--- config.mk ---
export PLATFORM = sky130hd
export DESIGN_NAME = iom_ctrl
export DESIGN_NICKNAME = d
export VERILOG_FILES = /design/src/hdl/iom_ctrl_note.sv /design/src/hdl/iom_pkg.sv /design/src/hdl/iom_ctrl.sv /design/src/hdl/iom_pick.sv
export SDC_FILE = /design/constraint.sdc
export NUM_CORES = 1
export LEC_CHECK = 0
export BUFFER_PORTS_ARGS = -buffer_cell sky130_fd_sc_hd__clkbuf_2
export CORE_MARGIN = 5
export CORE_UTILIZATION = 45
export CTS_CLUSTER_SIZE = 25
export DETAILED_ROUTE_END_ITERATION = 10
export PLACE_DENSITY = 0.68
export SLEW_MARGIN = 0
export SYNTH_ARGS = -nofsm -noshare
export SYNTH_HDL_FRONTEND = slang
export SYNTH_SLANG_ARGS = --single-unit
--- constraint.sdc ---
create_clock -name core_clk -period 13 [get_ports core_clk]
set_input_delay 2.6 -clock core_clk [delete_from_list [all_inputs] [get_ports core_clk]]
set_output_delay 2.6 -clock core_clk [all_outputs]
set_load 0.05 [all_outputs]
--- src/hdl/iom_ctrl_note.sv ---
`timescale 1ns/1ps
`default_nettype none
`default_nettype wire

--- src/hdl/iom_pkg.sv ---
// How it works
// - Fixed mode: group one level 0 highest.
// - Rotating mode: last serviced input goes lowest.
// - Rotation per group; group one always above.
// - Acknowledge picks top request, drives its vector.
// - Rotating: any in-service bit blocks all interrupts of its own group.
// - Rotation order updates when in-service bit clears.
// - Individual vector: each line its own vector.
// - Common vector: line 0 vector always used.
// - Poll bit zero: interrupts enabled.
// - Poll bit one: group interrupt held inactive.
// - Polled: latch and mask only, no service.
// - Polarity bit picks falling or rising edge.
// - Read-select bits choose data port read source.
// - Read selection holds until rewritten.
// - Arm zero: latch inputs, forward nothing.
// - Arm one: unmasked requests may interrupt.
// - Arm changes leave mask bits untouched.
// - Group one arm gates both groups.
// - Any reset clears all option bits.
// - Priority, poll, arm bits visible as status.
// - Mask zero enables input, one disables.
// - Fixed: in-service fence admits only higher requests.
package iom_pkg;

  localparam int GROUPS = 2;
  localparam int LINES  = 8;

  // Option register field positions
  localparam int PRIO_MODE_POS   = 0;
  localparam int VECTOR_MODE_POS = 1;
  localparam int POLL_MODE_POS   = 2;
  localparam int UNUSED_POS      = 3;
  localparam int POLARITY_POS    = 4;
  localparam int RD_SEL_LOW_POS  = 5;
  localparam int RD_SEL_HIGH_POS = 6;
  localparam int ARM_POS         = 7;

  // Values after reset
  localparam logic [7:0] OPTION_RST    = 8'h00;
  localparam logic [7:0] MASK_RST      = 8'hff;
  localparam logic [7:0] LATCH_RST     = 8'h00;
  localparam logic [7:0] SERVICE_RST   = 8'h00;
  localparam logic [7:0] AUTOCLEAR_RST = 8'h00;
  localparam logic [7:0] VECTOR_RST    = 8'h00;
  // Last serviced position 7 makes position 0 the top, same as fixed order
  localparam logic [2:0] ROT_LAST_RST  = 3'h7;

  // Read-select codes, {read_select_high, read_select_low}
  localparam logic [1:0] SEL_LATCH     = 2'h0;
  localparam logic [1:0] SEL_SERVICE   = 2'h1;
  localparam logic [1:0] SEL_MASK      = 2'h2;
  localparam logic [1:0] SEL_AUTOCLEAR = 2'h3;

  // Common vector mode reads the location of line 0
  localparam logic [2:0] COMMON_LINE   = 3'h0;

endpackage : iom_pkg

--- src/hdl/iom_ctrl.sv ---
`timescale 1ns/1ps
`default_nettype none
// Two-group, eight-line vectored interrupt controller option logic
module iom_ctrl
  import iom_pkg::*;
(
  input  wire logic        core_clk,
  input  wire logic        srst,
  input  wire logic [15:0] irq_pin,
  input  wire logic [1:0]  soft_reset,
  input  wire logic [1:0]  option_wr,
  input  wire logic [7:0]  option_wdata,
  input  wire logic [1:0]  mask_wr,
  input  wire logic [7:0]  mask_wdata,
  input  wire logic [1:0]  autoclear_wr,
  input  wire logic [7:0]  autoclear_wdata,
  input  wire logic [1:0]  latch_clr,
  input  wire logic [7:0]  latch_clr_bits,
  input  wire logic [1:0]  service_clr,
  input  wire logic [7:0]  service_clr_bits,
  input  wire logic        vec_wr,
  input  wire logic [3:0]  vec_waddr,
  input  wire logic [7:0]  vec_wdata,
  input  wire logic        ack_cycle,
  output logic [7:0]       vector_out,
  output logic             vector_valid,
  output logic             vector_group,
  output logic [1:0]       group_irq_out,
  output logic             bus_irq_level4,
  output logic [7:0]       group1_data_port,
  output logic [7:0]       group2_data_port,
  output logic [1:0]       prio_mode_status,
  output logic [1:0]       poll_mode_status,
  output logic [1:0]       arm_status,
  output logic [1:0]       pending_status
);

  // Request pins: two-stage synchroniser, then a history stage for edges
  logic [15:0] pin_meta;
  logic [15:0] pin_sync;
  logic [15:0] pin_prev;

  always_ff @(posedge core_clk) begin
    if (srst) begin
      pin_meta <= 16'h0000;
      pin_sync <= 16'h0000;
      pin_prev <= 16'h0000;
    end else begin
      pin_meta <= irq_pin;
      pin_sync <= pin_meta;
      pin_prev <= pin_sync;
    end
  end

  // Vector memory, one byte per line per group
  logic [7:0] vec_mem [16];

  always_ff @(posedge core_clk) begin
    if (vec_wr) begin
      vec_mem[vec_waddr] <= vec_wdata;
    end
  end

  // Per-group state
  logic [7:0] option_reg    [GROUPS];
  logic [7:0] request_latch [GROUPS];
  logic [7:0] in_service_bits [GROUPS];
  logic [7:0] mask_bits     [GROUPS];
  logic [7:0] autoclear_bits [GROUPS];
  logic [2:0] rot_last      [GROUPS];
  logic [2:0] cur_sel       [GROUPS];
  logic [7:0] data_port     [GROUPS];

  // Per-group combinational terms
  logic [7:0] eligible [GROUPS];
  logic [1:0] grp_hit;
  logic [2:0] grp_idx  [GROUPS];
  logic [1:0] armed;
  logic [1:0] take;

  // Acknowledge resolution between groups
  logic       ack_take;
  logic       ack_grp;
  logic [2:0] ack_idx;

  // Group one always outranks group two, rotation never crosses groups
  assign ack_grp  = ~grp_hit[0];
  assign ack_idx  = grp_hit[0] ? grp_idx[0] : grp_idx[1];
  assign ack_take = ack_cycle & (|grp_hit);
  assign take[0]  = ack_take & ~ack_grp;
  assign take[1]  = ack_take & ack_grp;

  genvar g;
  generate
    for (g = 0; g < GROUPS; g++) begin : grp
      logic       prio_mode_bit;
      logic       vector_mode_bit;
      logic       poll_mode_bit;
      logic       req_polarity_bit;
      logic       read_select_low;
      logic       read_select_high;
      logic       group_arm_bit;
      logic       grp_reset;
      logic [7:0] now_lvl;
      logic [7:0] was_lvl;
      logic [7:0] edge_set;
      logic [7:0] fence_ok;
      logic [7:0] svc_set;
      logic [7:0] svc_clr;
      logic [7:0] next_svc;
      logic [2:0] top_pos;
      logic [2:0] cur_idx_for_take;

      assign prio_mode_bit    = option_reg[g][PRIO_MODE_POS];
      assign vector_mode_bit  = option_reg[g][VECTOR_MODE_POS];
      assign poll_mode_bit    = option_reg[g][POLL_MODE_POS];
      assign req_polarity_bit = option_reg[g][POLARITY_POS];
      assign read_select_low  = option_reg[g][RD_SEL_LOW_POS];
      assign read_select_high = option_reg[g][RD_SEL_HIGH_POS];
      assign group_arm_bit    = option_reg[g][ARM_POS];
      assign grp_reset        = srst | soft_reset[g];

      // Option register; bit three is stored as written, nothing reads it
      always_ff @(posedge core_clk) begin
        if (grp_reset) begin
          option_reg[g] <= OPTION_RST;
        end else if (option_wr[g]) begin
          option_reg[g] <= option_wdata;
        end
      end

      // Edge detect in the selected polarity
      assign now_lvl  = pin_sync[g*LINES +: LINES];
      assign was_lvl  = pin_prev[g*LINES +: LINES];
      assign edge_set = req_polarity_bit ? (now_lvl & ~was_lvl) : (~now_lvl & was_lvl);

      // Request latch: edges always latch, even masked, disarmed or polled
      always_ff @(posedge core_clk) begin
        if (grp_reset) begin
          request_latch[g] <= LATCH_RST;
        end else begin
          // A new edge wins over any clear in the same cycle
          request_latch[g] <= (request_latch[g]
                               & ~(latch_clr[g] ? latch_clr_bits : 8'h00)
                               & ~(take[g] ? (8'h01 << cur_idx_for_take) : 8'h00))
                              | edge_set;
        end
      end

      // Mask register; arm changes never touch it
      always_ff @(posedge core_clk) begin
        if (grp_reset) begin
          mask_bits[g] <= MASK_RST;
        end else if (mask_wr[g]) begin
          mask_bits[g] <= mask_wdata;
        end
      end

      // Auto-clear selection per line
      always_ff @(posedge core_clk) begin
        if (grp_reset) begin
          autoclear_bits[g] <= AUTOCLEAR_RST;
        end else if (autoclear_wr[g]) begin
          autoclear_bits[g] <= autoclear_wdata;
        end
      end

      // In-service bits: an auto-clear line is released before the cycle ends,
      // so it never holds a bit and never builds a fence
      assign svc_set  = take[g] ? ((8'h01 << grp_idx[g]) & ~autoclear_bits[g]) : 8'h00;
      assign svc_clr  = service_clr[g] ? service_clr_bits : 8'h00;
      assign next_svc = (in_service_bits[g] & ~svc_clr) | svc_set;

      always_ff @(posedge core_clk) begin
        if (grp_reset) begin
          in_service_bits[g] <= SERVICE_RST;
        end else begin
          in_service_bits[g] <= next_svc;
        end
      end

      // Selected line of the current service, used for rotation
      always_ff @(posedge core_clk) begin
        if (grp_reset) begin
          cur_sel[g] <= ROT_LAST_RST;
        end else if (take[g]) begin
          cur_sel[g] <= grp_idx[g];
        end
      end

      // Rotation moves when the serviced bit clears; auto-clear lines at once
      always_ff @(posedge core_clk) begin
        if (grp_reset) begin
          rot_last[g] <= ROT_LAST_RST;
        end else if (take[g] && autoclear_bits[g][grp_idx[g]]) begin
          rot_last[g] <= grp_idx[g];
        end else if (in_service_bits[g][cur_sel[g]] && svc_clr[cur_sel[g]]) begin
          rot_last[g] <= cur_sel[g];
        end
      end

      // Fence: fixed admits only lines above the top in-service bit,
      // rotating admits nothing while any bit is set
      always_comb begin
        logic above;
        above = 1'b0;
        for (int i = 0; i < LINES; i++) begin
          above       = above | in_service_bits[g][i];
          fence_ok[i] = ~above;
        end
        if (prio_mode_bit && (|in_service_bits[g])) begin
          fence_ok = 8'h00;
        end
      end

      // Group one's arm bit also disarms group two
      if (g == 0) begin : arm0
        assign armed[g] = group_arm_bit;
      end else begin : armn
        assign armed[g] = group_arm_bit & option_reg[0][ARM_POS];
      end

      // Latched, unmasked, armed, unfenced, interrupt mode
      assign eligible[g] = request_latch[g] & ~mask_bits[g] & fence_ok
                           & {LINES{armed[g] & ~poll_mode_bit}};

      // Fixed order starts at line 0, rotating just after the last serviced
      assign top_pos = prio_mode_bit ? (rot_last[g] + 3'h1) : 3'h0;

      iom_pick u_pick (
        .req     (eligible[g]),
        .top_pos (top_pos),
        .hit     (grp_hit[g]),
        .idx     (grp_idx[g])
      );

      // Group interrupt is forced off in polled mode via eligible
      assign group_irq_out[g] = grp_hit[g];

      // Data port shows the preselected register until reselected
      always_ff @(posedge core_clk) begin
        if (grp_reset) begin
          data_port[g] <= LATCH_RST;
        end else begin
          unique case ({read_select_high, read_select_low})
            SEL_LATCH:     data_port[g] <= request_latch[g];
            SEL_SERVICE:   data_port[g] <= in_service_bits[g];
            SEL_MASK:      data_port[g] <= mask_bits[g];
            SEL_AUTOCLEAR: data_port[g] <= autoclear_bits[g];
          endcase
        end
      end

      // Status view of the option bits and of pending unmasked requests, the register itself is write-only
      assign prio_mode_status[g] = prio_mode_bit;
      assign poll_mode_status[g] = poll_mode_bit;
      assign arm_status[g]       = group_arm_bit;
      assign pending_status[g]   = |(request_latch[g] & ~mask_bits[g]);

      // Index cleared from the latch on acknowledge
      assign cur_idx_for_take = grp_idx[g];
    end
  endgenerate

  assign bus_irq_level4   = |group_irq_out;
  assign group1_data_port = data_port[0];
  assign group2_data_port = data_port[1];

  // Vector fetch: registered, so it lands one cycle after the acknowledge
  logic       vec_common;
  logic [2:0] vec_line;

  assign vec_common = option_reg[ack_grp][VECTOR_MODE_POS];
  assign vec_line   = vec_common ? COMMON_LINE : ack_idx;

  always_ff @(posedge core_clk) begin
    if (srst) begin
      vector_out   <= VECTOR_RST;
      vector_valid <= 1'b0;
      vector_group <= 1'b0;
    end else begin
      vector_valid <= ack_take;
      if (ack_take) begin
        vector_out   <= vec_mem[{ack_grp, vec_line}];
        vector_group <= ack_grp;
      end
    end
  end

endmodule : iom_ctrl
`default_nettype wire

--- src/hdl/iom_pick.sv ---
`timescale 1ns/1ps
`default_nettype none
// Circular priority picker: scans from top_pos upward, wrapping
module iom_pick
  import iom_pkg::*;
(
  input  wire logic [7:0] req,
  input  wire logic [2:0] top_pos,
  output logic            hit,
  output logic [2:0]      idx
);

  // First pending request met going round from the top position
  always_comb begin
    logic [2:0] pos;
    pos = 3'h0;
    hit = 1'b0;
    idx = 3'h0;
    for (int k = LINES - 1; k >= 0; k--) begin
      pos = top_pos + 3'(k);
      if (req[pos]) begin
        hit = 1'b1;
        idx = pos;
      end
    end
  end

endmodule : iom_pick
`default_nettype wire

==> flow_summary.yaml, run 1 <==
power_and_ir_drop:
  p_leak_nw: 6.35
  p_per_area_mw_per_mm2: 114
  power_mw: 2.01
  irDropWorstVdd_mv: 0.130
timing:
  worstMarginPinSlew_ns: 1.18
  worst_slack_ns: 5.17
  max_clock_freq_mhz: 128
  final.setup.tns_ns: 0
  skew_ns: 0.0231
  hold_ws_ns: 0.415
  report.final.slew_viol_count: 0
  hold_viol: 0
  grt_setup_unrepaired: "false"
  setup_violations: 0
  slew-limit-headroom: 0.210
  post-route-period-util: 0.603
  fin_crit_ns: 7.83
placed_design:
  place_area_sq_mm: 0.0166
  place_hpwl_um: 35600
  gp_congestion: 1.03
  io_buffers: 119
  placed_cells: 2017
  dp_slack_ns: 5.99
cells_and_area:
  largest_reg_flops: 128
  final_util: 0.509
  post_route_cells_drive_above_1_share: 0.176
  ff_latch_area_sq_mm: 0.00787
  antennaDiodeCount: 0
  fin_nets: 1684
  top_register: "vec_mem"
  multi_input_area_sq_mm: 0.00738
  stdcell_count: 2075
  fill_cells: 3160
  post-route-cell-area_sq_mm: 0.0176
  area_delta_synth_final_pct: 11.5
synthesis:
  yosysSeqAreaShare: 0.499
  synthesis.area_sq_mm: 0.0158
  synth_area_leader_cell: "edfxtp_1"
  synth_area_leaders: "edfxtp_1 38%, dfxtp_1 11%, nand2_1 3.3%, nor2b_1 2.4%, nand3_1 2.3%"
  synth_top_family_by_area: "simple AND/OR/NAND/NOR gates"
  synth_compound_area_frac: 0.183
  synthAdderAreaFrac: 0.00397
  synthMuxAreaShare: 0.0294
  async_flop_share: 0
  netlist_instances: 1510
  synth-xor-area-share: 0.00524
  ys_seq_elements: 292
  synth-simple-area-share: 0.243
  avgSynthCellArea_sq_um: 10.4
  synthFlopType: "edfxtp_1"
  synth_edf_count: 202
  ys_types: 132
  yosys_warnings: 0
  yosysTopAreaCellShare: 0.385
floorplanning:
  rows: 68
  start_util: 0.456
  die_h_um: 197
  ios: 121
  die_x_um: 197
  die_area_sq_mm: 0.0389
  core_sq_mm: 0.0345
global_route:
  antenna_found_initial: 0
  track_usage: 0.243
  grt_max_degree: 66
  grt_pass1_vias: 12100
  grt_first_pass_wirelength_um: 74000
  grt_overflow_total: 0
critical_path:
  cpMostUsedCell: "nand2_1"
  cpMaxStageDelayCell: "a22oi_1"
  critical_path.max_stage_delay_ns: 0.74
  critPathKind: "register to output pin"
  worst_ep_required_time_ns: 10.40
  crit_fanout: 14
  end_kind: "output pin"
  cp-start-kind: "register"
  crit_chain: "ha_1 > nand2_1 > ha_1 > inv_1 > a21oi_1 > a22oi_1 > nand2_1 > nor3_1 > and4b_1 > nand2_1 > clkbuf_2"
  crit_arrival_ns: 5.23
detailed_routing:
  vias: 13000
  route.detailed.drc: 0
  wirelength_um: 48900
  wl_per_cell_um: 23.6
  drtAntennaViolNets: 0
  drt-initial-drc-count: 1594
  firstDrtPassIters: 5
  via_per_inst: 6.27
hold_path:
  hold_path_class: "register to register"
clock_network:
  cts_setup_buffers: 0
  root_buffer: "clkbuf_16"
  ctsResizeCount: 0
  htreeDepth: 1
  numClockSinks: 292
  cts.clk_slew.worst_paths_ns: 0.07
  hold_buffers: 0
  cts_tree: "built"
  clk_latency_ns: 0.60
  cts_buffers: 31
  clk_path_buf_depth: 3
run_status:
  outcome: "finished, final reports clean"
run:
  cap_violations: 0
[layout make-up]
type                            count  share of cell area
Clock buffer                       44              0.0497
Clock inverter                     14             0.00640
Inverter                           37             0.00790
Multi-Input combinational cell   1108               0.420
Sequential cell                   292               0.447
Tap cell                          455              0.0324
Timing Repair Buffer              125              0.0364
[report_power, final]
group | switching [mW] | internal, mW | total [mW]
Sequential | 0.0244 | 1.02 | 1.04
Combinational | 0.0708 | 0.0353 | 0.106
Clock | 0.370 | 0.489 | 0.859
Total | 0.466 | 1.54 | 2.01
[path summary, 6_finish.rpt]
check	slack, ns	start	end	depth (start not counted)
max	5.17	rot_last[1][0]	bus_irq_level4	11
min	0.41	pin_meta[15]	pin_sync[15]	1
max reg2reg	6.26	rot_last[1][0]	vector_out[4]	14
min reg2reg	0.41	pin_meta[15]	pin_sync[15]	1
[placed cells by master (no fill, tap or decap), types with 32 or more instances in the layout]
cell and count:
edfxtp_1 202, a21oi_1 45, nand3_1 72, and3_1 38, nor2_1 88, nand2b_1 40
inv_1 32, o21ai_0 61, nor3_1 34, nand2_1 138, dfxtp_1 90, clkbuf_2 119
nor2b_1 60
[cell usage after synthesis, types with 8 or more instances]
library cell and number:
a211oi_1 25, and2_1 23, nand2b_1 40, edfxtp_1 202, inv_1 32, a21oi_1 45, nor2_1 88, nand3_1 72
o21ai_0 61, buf_4 14, or3b_2 17, nor2b_1 60, or3_1 22, o211a_1 12, o211ai_1 27, a31oi_1 26
o22ai_1 15, nor4_1 18, buf_2 24, or4_1 8, clkbuf_1 40, a21boi_0 22, nand4_1 12, mux4_2 11
nor3_1 35, o21ai_1 9, nand2_1 138, dfxtp_1 90, a21o_1 10, mux2i_1 10, and3_1 38, nand3b_1 21
[cell families after synthesis]
kind of cell / count (synthesis)
other: 1
DFF: 292
buffers and inverters: 125
adders and majority gates: 5
xor gates and xnor gates: 6
and+or+nand+nor: 667
muxes: 31
AOI/OAI and AO/OA: 383
[routing by layer]
layer,GRT usage,vias up,wire length [um]
li1,-,5917,-
met1,0.355,6319,20900
met2,0.378,689,22100
met3,0.0420,86,4640
met4,0.0621,0,1190
met5,0,-,0
[critical path, delay by kind of cell, from the launching register on]
| kind | cells | cell delay (ns) |
|---|---|---|
| AND/OR/NAND/NOR | 5 | 1.25 |
| adder cells (fa/ha/maj) | 2 | 1.18 |
| AO/OA/AOI/OAI | 2 | 0.82 |
| buffers and inverters | 2 | 0.79 |
| flip-flops | 1 | 0.57 |
Note: power is estimated with default switching activity, not from simulation.
==> run 2: changes to the inputs <==
--- a/config.mk
+++ b/config.mk
@@ -10,7 +10,7 @@
 export CORE_UTILIZATION = 45
 export CTS_CLUSTER_SIZE = 25
 export DETAILED_ROUTE_END_ITERATION = 10
-export PLACE_DENSITY = 0.68
+export PLACE_DENSITY = 0.7
 export SLEW_MARGIN = 0
 export SYNTH_ARGS = -nofsm -noshare
 export SYNTH_HDL_FRONTEND = slang
==> constraint.sdc (replaced) <==
create_clock -name core_clk -period 6.61 [get_ports core_clk]
set_input_delay 1.322 -clock core_clk [delete_from_list [all_inputs] [get_ports core_clk]]
set_output_delay 1.322 -clock core_clk [all_outputs]
set_load 0.05 [all_outputs]
==> flow_summary.yaml, run 2 (synthesized netlist as in run 1, its figures left out) <==
detailed_routing:
  drt-initial-drc-count: 1302
  vias: 13100
  firstDrtPassIters: 6
  wl_per_cell_um: 23.6
  via_per_inst: 6.26
  route.detailed.drc: 0
  drtAntennaViolNets: 0
  wirelength_um: 49400
timing:
  report.final.slew_viol_count: 0
  hold_viol: 0
  setup_violations: 0
  skew_ns: 0.0155
  slew-limit-headroom: 0.274
  final.setup.tns_ns: 0
  fin_crit_ns: 6.11
  worstMarginPinSlew_ns: 1.08
  grt_setup_unrepaired: "false"
  hold_ws_ns: 0.436
  post-route-period-util: 0.925
  max_clock_freq_mhz: 164
power_and_ir_drop:
  swShare: 0.229
  irDropWorstVdd_mv: 0.222
  p_switching_mw: 0.889
  p_seq_frac: 0.528
  internal_power_mw: 3.00
  p_leak_nw: 6.39
  p_clk_frac: 0.417
  pwr-share-comb: 0.055
  p_per_area_mw_per_mm2: 220
global_route:
  track_usage: 0.245
  antenna_found_initial: 1
  grt_max_degree: 52
  grt_pass1_vias: 12100
  grt_first_pass_wirelength_um: 74000
  grt_overflow_total: 0
cells_and_area:
  layout_common_cells: "202 x edfxtp_1, 138 x nand2_1, 119 x clkbuf_2, 90 x dfxtp_1, 88 x nor2_1"
  final_common_cell: "edfxtp_1"
  largest_reg_flops: 128
  area_delta_synth_final_pct: 12.0
  post_route_cells_drive_above_1_share: 0.179
  antennaDiodeCount: 0
  fin_nets: 1700
  stdcell_count: 2090
  final_util: 0.511
  top_register: "vec_mem"
clock_network:
  ctsResizeCount: 0
  root_buffer: "clkbuf_16"
  cts_buffers: 30
  cts_tree: "built"
  hold_buffers: 0
  clk_path_buf_depth: 3
  htreeDepth: 1
  cts_setup_buffers: 0
  clk_latency_ns: 0.57
  cts.clk_slew.worst_paths_ns: 0.06
  numClockSinks: 292
floorplanning:
  rows: 68
  die_x_um: 197
  core_sq_mm: 0.0345
  ios: 121
  die_area_sq_mm: 0.0389
  start_util: 0.456
  die_h_um: 197
run:
  cap_violations: 0
placed_design:
  place_hpwl_um: 36400
  io_buffers: 119
  placed_cells: 2034
  gp_congestion: 0.939
critical_path:
  r2r_cells: 16
  cp-start-kind: "register"
  critPathKind: "register to output pin"
  r2r_start: "rot_last[0][0]"
  worst_ep_required_time_ns: 5.29
  end_kind: "output pin"
  reg2reg_to: "vector_out[0]"
  r2r_slack_ns: 0.88
  crit_arrival_ns: 4.79
  crit_fanout: 10
hold_path:
  hold_path_depth: 1
  holdPathEnd: "pin_sync[11]"
  worstHoldStart: "pin_meta[11]"
  hold_path_class: "register to register"
run_status:
  outcome: "finished, final reports clean"
## run 2: cell types whose count changed in the layout (fill, tap and decap cells not counted), sizes merged
cell	before	now
buf	6	23
bufinv	1	2
clkbuf	163	162
clkinvlp	1	0
inv	38	37
## run 2: power groups by stage
stage / Sequential, mW / Clock, mW / Combinational (mW)
2_1_floorplan: 2.08 / 0 / 0.116
3_3_place_gp: 2.09 / 0 / 0.206
3_5_place_dp: 2.09 / 0 / 0.209
4_1_cts: 2.05 / 1.64 / 0.210
5_1_grt: 2.06 / 1.72 / 0.228
6_report: 2.05 / 1.62 / 0.213
## run 2: routing by layer
| layer | global-route usage | up-vias | wire length, um |
|---|---|---|---|
| met4 | 0.0629 | 2 | 1270 |
| met5 | 0 | - | 13 |
| met1 | 0.358 | 6286 | 21100 |
| met3 | 0.0527 | 87 | 5250 |
| li1 | - | 5956 | - |
| met2 | 0.374 | 753 | 21700 |
## run 2: critical path: stages (launching register included)
cell and delay [ns]:
edfxtp_1 0.56, ha_1 0.51, nand2_1 0.35, clkinv_1 0.38
ha_1 0.38, o21ai_1 0.19, and2_1 0.42, mux4_2 0.65
nor2_1 0.12, and4b_1 0.25, nand2_1 0.11, clkbuf_2 0.30
## run 2: worst max path at each step
stage / from / endpoint / slack [ns] / cells past startpoint
6_report: rot_last[1][0] / bus_irq_level4 / 0.50 / 11
5_1_grt: rot_last[1][0] / bus_irq_level4 / 0.26 / 11
4_1_cts: rot_last[1][0] / bus_irq_level4 / 0.57 / 11
3_5_place_dp: rot_last[1][0] / vector_out[6] / 1.0 / 16
3_3_place_gp: rot_last[1][0] / vector_out[6] / 0.92 / 16
2_1_floorplan: rot_last[1][0] / bus_irq_level4 / 2.21 / 12
## run 2: cell type report
| type | count | area, sq um |
|---|---|---|
| fill | 3120 | 16900 |
| sequential | 292 | 7870 |
| multi-input combinational | 1108 | 7370 |
| clock buffer | 43 | 800 |
| timing repair buffer | 142 | 768 |
| tap | 455 | 569 |
| inverter | 37 | 139 |
| clock inverter | 13 | 138 |
## run 2: through the flow
step / area [sq um] / setup slack, ns / power [mW]
after floorplan: 15800 / 2.21 / 2.20
after global placement: 16700 / 0.924 / 2.30
after detailed placement: 16700 / 0.995 / 2.30
after CTS: 17700 / 0.574 / 3.90
after global routing: 17700 / 0.256 / 4.01
final: 17700 / 0.498 / 3.89
==> run 3: changes to the inputs <==
--- a/config.mk
+++ b/config.mk
@@ -5,6 +5,7 @@
 export SDC_FILE = /design/constraint.sdc
 export NUM_CORES = 1
 export LEC_CHECK = 0
+export ABC_AREA = 1
 export BUFFER_PORTS_ARGS = -buffer_cell sky130_fd_sc_hd__clkbuf_2
 export CORE_MARGIN = 5
 export CORE_UTILIZATION = 45
==> flow_summary.yaml, run 3 <==
run_status:
  outcome: "finished, final reports clean"
critical_path:
  crit_fanout: 20
  reg2reg_to: "rot_last[0][1]"
  endpoint: "bus_irq_level4"
  critPathKind: "register to output pin"
  cp-start-kind: "register"
  r2r_slack_ns: 1.37
  critPathLaunch: "option_reg[1][0]"
  crit_arrival_ns: 4.33
  worst_ep_required_time_ns: 5.29
  r2r_cells: 19
  r2r_start: "option_reg[1][0]"
  end_kind: "output pin"
synthesis:
  synthFlopType: "edfxtp_1"
  synthesis.area_sq_mm: 0.0151
  synth_common_cells: "593 x nand2_1, 268 x inv_1, 215 x nand3_1"
  netlist_instances: 1916
  synthMuxAreaShare: 0
  yosys_warnings: 0
  yosysTopAreaCellShare: 0.402
  synth_top_family_by_area: "simple AND/OR/NAND/NOR gates"
  synth_edf_count: 202
  async_flop_share: 0
  yosysSeqAreaShare: 0.522
  synth_compound_area_frac: 0.0678
  synthAdderAreaFrac: 0.00415
  ys_types: 46
  post-synth-top-count-cell: "nand2_1"
  synth_area_leaders: "edfxtp_1 40%, nand2_1 15%, dfxtp_1 12%, nand3_1 7.1%, inv_1 6.7%"
  synth-xor-area-share: 0.00224
  ys_seq_elements: 292
  synth_area_leader_cell: "edfxtp_1"
  synth-simple-area-share: 0.309
  avgSynthCellArea_sq_um: 7.87
detailed_routing:
  drtAntennaViolNets: 0
  wl_per_cell_um: 16.8
  vias: 12900
  wirelength_um: 41800
  firstDrtPassIters: 6
  route.detailed.drc: 0
  via_per_inst: 5.17
  drt-initial-drc-count: 1122
cells_and_area:
  largest_reg_flops: 128
  antennaDiodeCount: 0
  post_route_cells_drive_above_1_share: 0.109
  fin_nets: 2108
  top_register: "vec_mem"
  layout_common_cells: "593 x nand2_1, 268 x inv_1, 215 x nand3_1, 202 x edfxtp_1, 190 x nor2_1"
  final_common_cell: "nand2_1"
  final_util: 0.509
  area_delta_synth_final_pct: 12.3
global_route:
  grt_overflow_total: 0
  grt_pass1_vias: 12300
  track_usage: 0.223
  antenna_found_initial: 0
  grt_max_degree: 63
  grt_first_pass_wirelength_um: 65200
placed_design:
  dp_slack_ns: 1.40
  place_hpwl_um: 31300
  io_buffers: 119
  gp_congestion: 0.961
clock_network:
  cts.clk_slew.worst_paths_ns: 0.06
  root_buffer: "clkbuf_16"
  htreeDepth: 1
  hold_buffers: 0
  numClockSinks: 292
  clk_latency_ns: 0.56
  clk_path_buf_depth: 3
  cts_setup_buffers: 0
  ctsResizeCount: 0
  cts_buffers: 31
  cts_tree: "built"
power_and_ir_drop:
  p_per_area_mw_per_mm2: 229
  irDropWorstVdd_mv: 0.241
  p_leak_nw: 7.66
timing:
  grt_setup_unrepaired: "false"
  fin_crit_ns: 5.65
  hold_viol: 0
  max_clock_freq_mhz: 177
  worstMarginPinSlew_ns: 1.11
  setup_violations: 0
  final.setup.tns_ns: 0
  skew_ns: 0.0181
  worst_slack_ns: 0.963
  post-route-period-util: 0.854
  slew-limit-headroom: 0.255
  report.final.slew_viol_count: 0
floorplanning:
  ios: 121
  die_area_sq_mm: 0.0373
  die_h_um: 193
  die_x_um: 193
  rows: 67
  start_util: 0.453
  core_sq_mm: 0.0333
run:
  cap_violations: 0
hold_path:
  hold_path_class: "register to register"
-- run 3: layout make-up --
cell class	instances	area, sq um
multi-input cells	1288	5840
clock inverters	6	40.0
fillers	3191	16300
clock buffers	52	926
repair buffers	126	661
flip-flops and latches	292	7870
well taps	448	561
inverters	280	1050
-- run 3: power breakdown --
| part | internal, mW | switching (mW) | total (mW) |
|---|---|---|---|
| Sequential | 2.01 | 0.0273 | 2.03 |
| Clock | 0.948 | 0.687 | 1.64 |
| Combinational | 0.0560 | 0.162 | 0.218 |
-- run 3: metrics by stage --
stage / std cells / power (mW) / area, sq um / hold WS [ns]
2_1_floorplan: 1931 / 2.19 / 15100 / 0.388
3_3_place_gp: 2434 / 2.28 / 16000 / 0.397
3_5_place_dp: 2434 / 2.29 / 16000 / 0.395
4_1_cts: 2492 / 3.91 / 16900 / 0.401
5_1_grt: 2492 / 4.03 / 16900 / 0.426
6_report: 2492 / 3.89 / 16900 / 0.398
-- run 3: cells by family after synthesis --
group / count (synthesis)
simple gates: 1086
buf+inv: 351
flops: 292
compound gates: 178
fa+ha+maj: 5
xor+xnor: 3
other cells: 1
-- run 3: worst min-delay path by stage --
stage               depth (start not counted)  slack, ns    startpoint           end
floorplan                                   2       0.39   pin_meta[0]   pin_sync[0]
detailed placement                          2       0.40  pin_meta[13]  pin_sync[13]
CTS                                         2       0.40  pin_meta[14]  pin_sync[14]
global route                                2       0.43   pin_meta[6]   pin_sync[6]
finish                                      2       0.40  pin_meta[14]  pin_sync[14]
global placement                            2       0.40  pin_meta[11]  pin_sync[11]
-- run 3: per-layer routing --
| metal | up-vias | wire, um | GRT usage |
|---|---|---|---|
| met1 | 5909 | 17800 | 0.308 |
| met5 | - | 0 | 0 |
| met2 | 489 | 19000 | 0.362 |
| met3 | 80 | 3720 | 0.0412 |
| met4 | 0 | 1300 | 0.0662 |
| li1 | 6404 | - | - |
-- run 3: worst max-delay path: stages (launching register included) --
cell      delay [ns]
edfxtp_1        0.53
inv_1           0.12
nor2_4          0.36
inv_1           0.39
ha_1            0.67
inv_1           0.30
nand2_1         0.14
nand2_1         0.08
nand2_1         0.09
nand2_1         0.10
nor2_1          0.18
nand3_1         0.24
or2_4           0.32
clkbuf_2        0.24
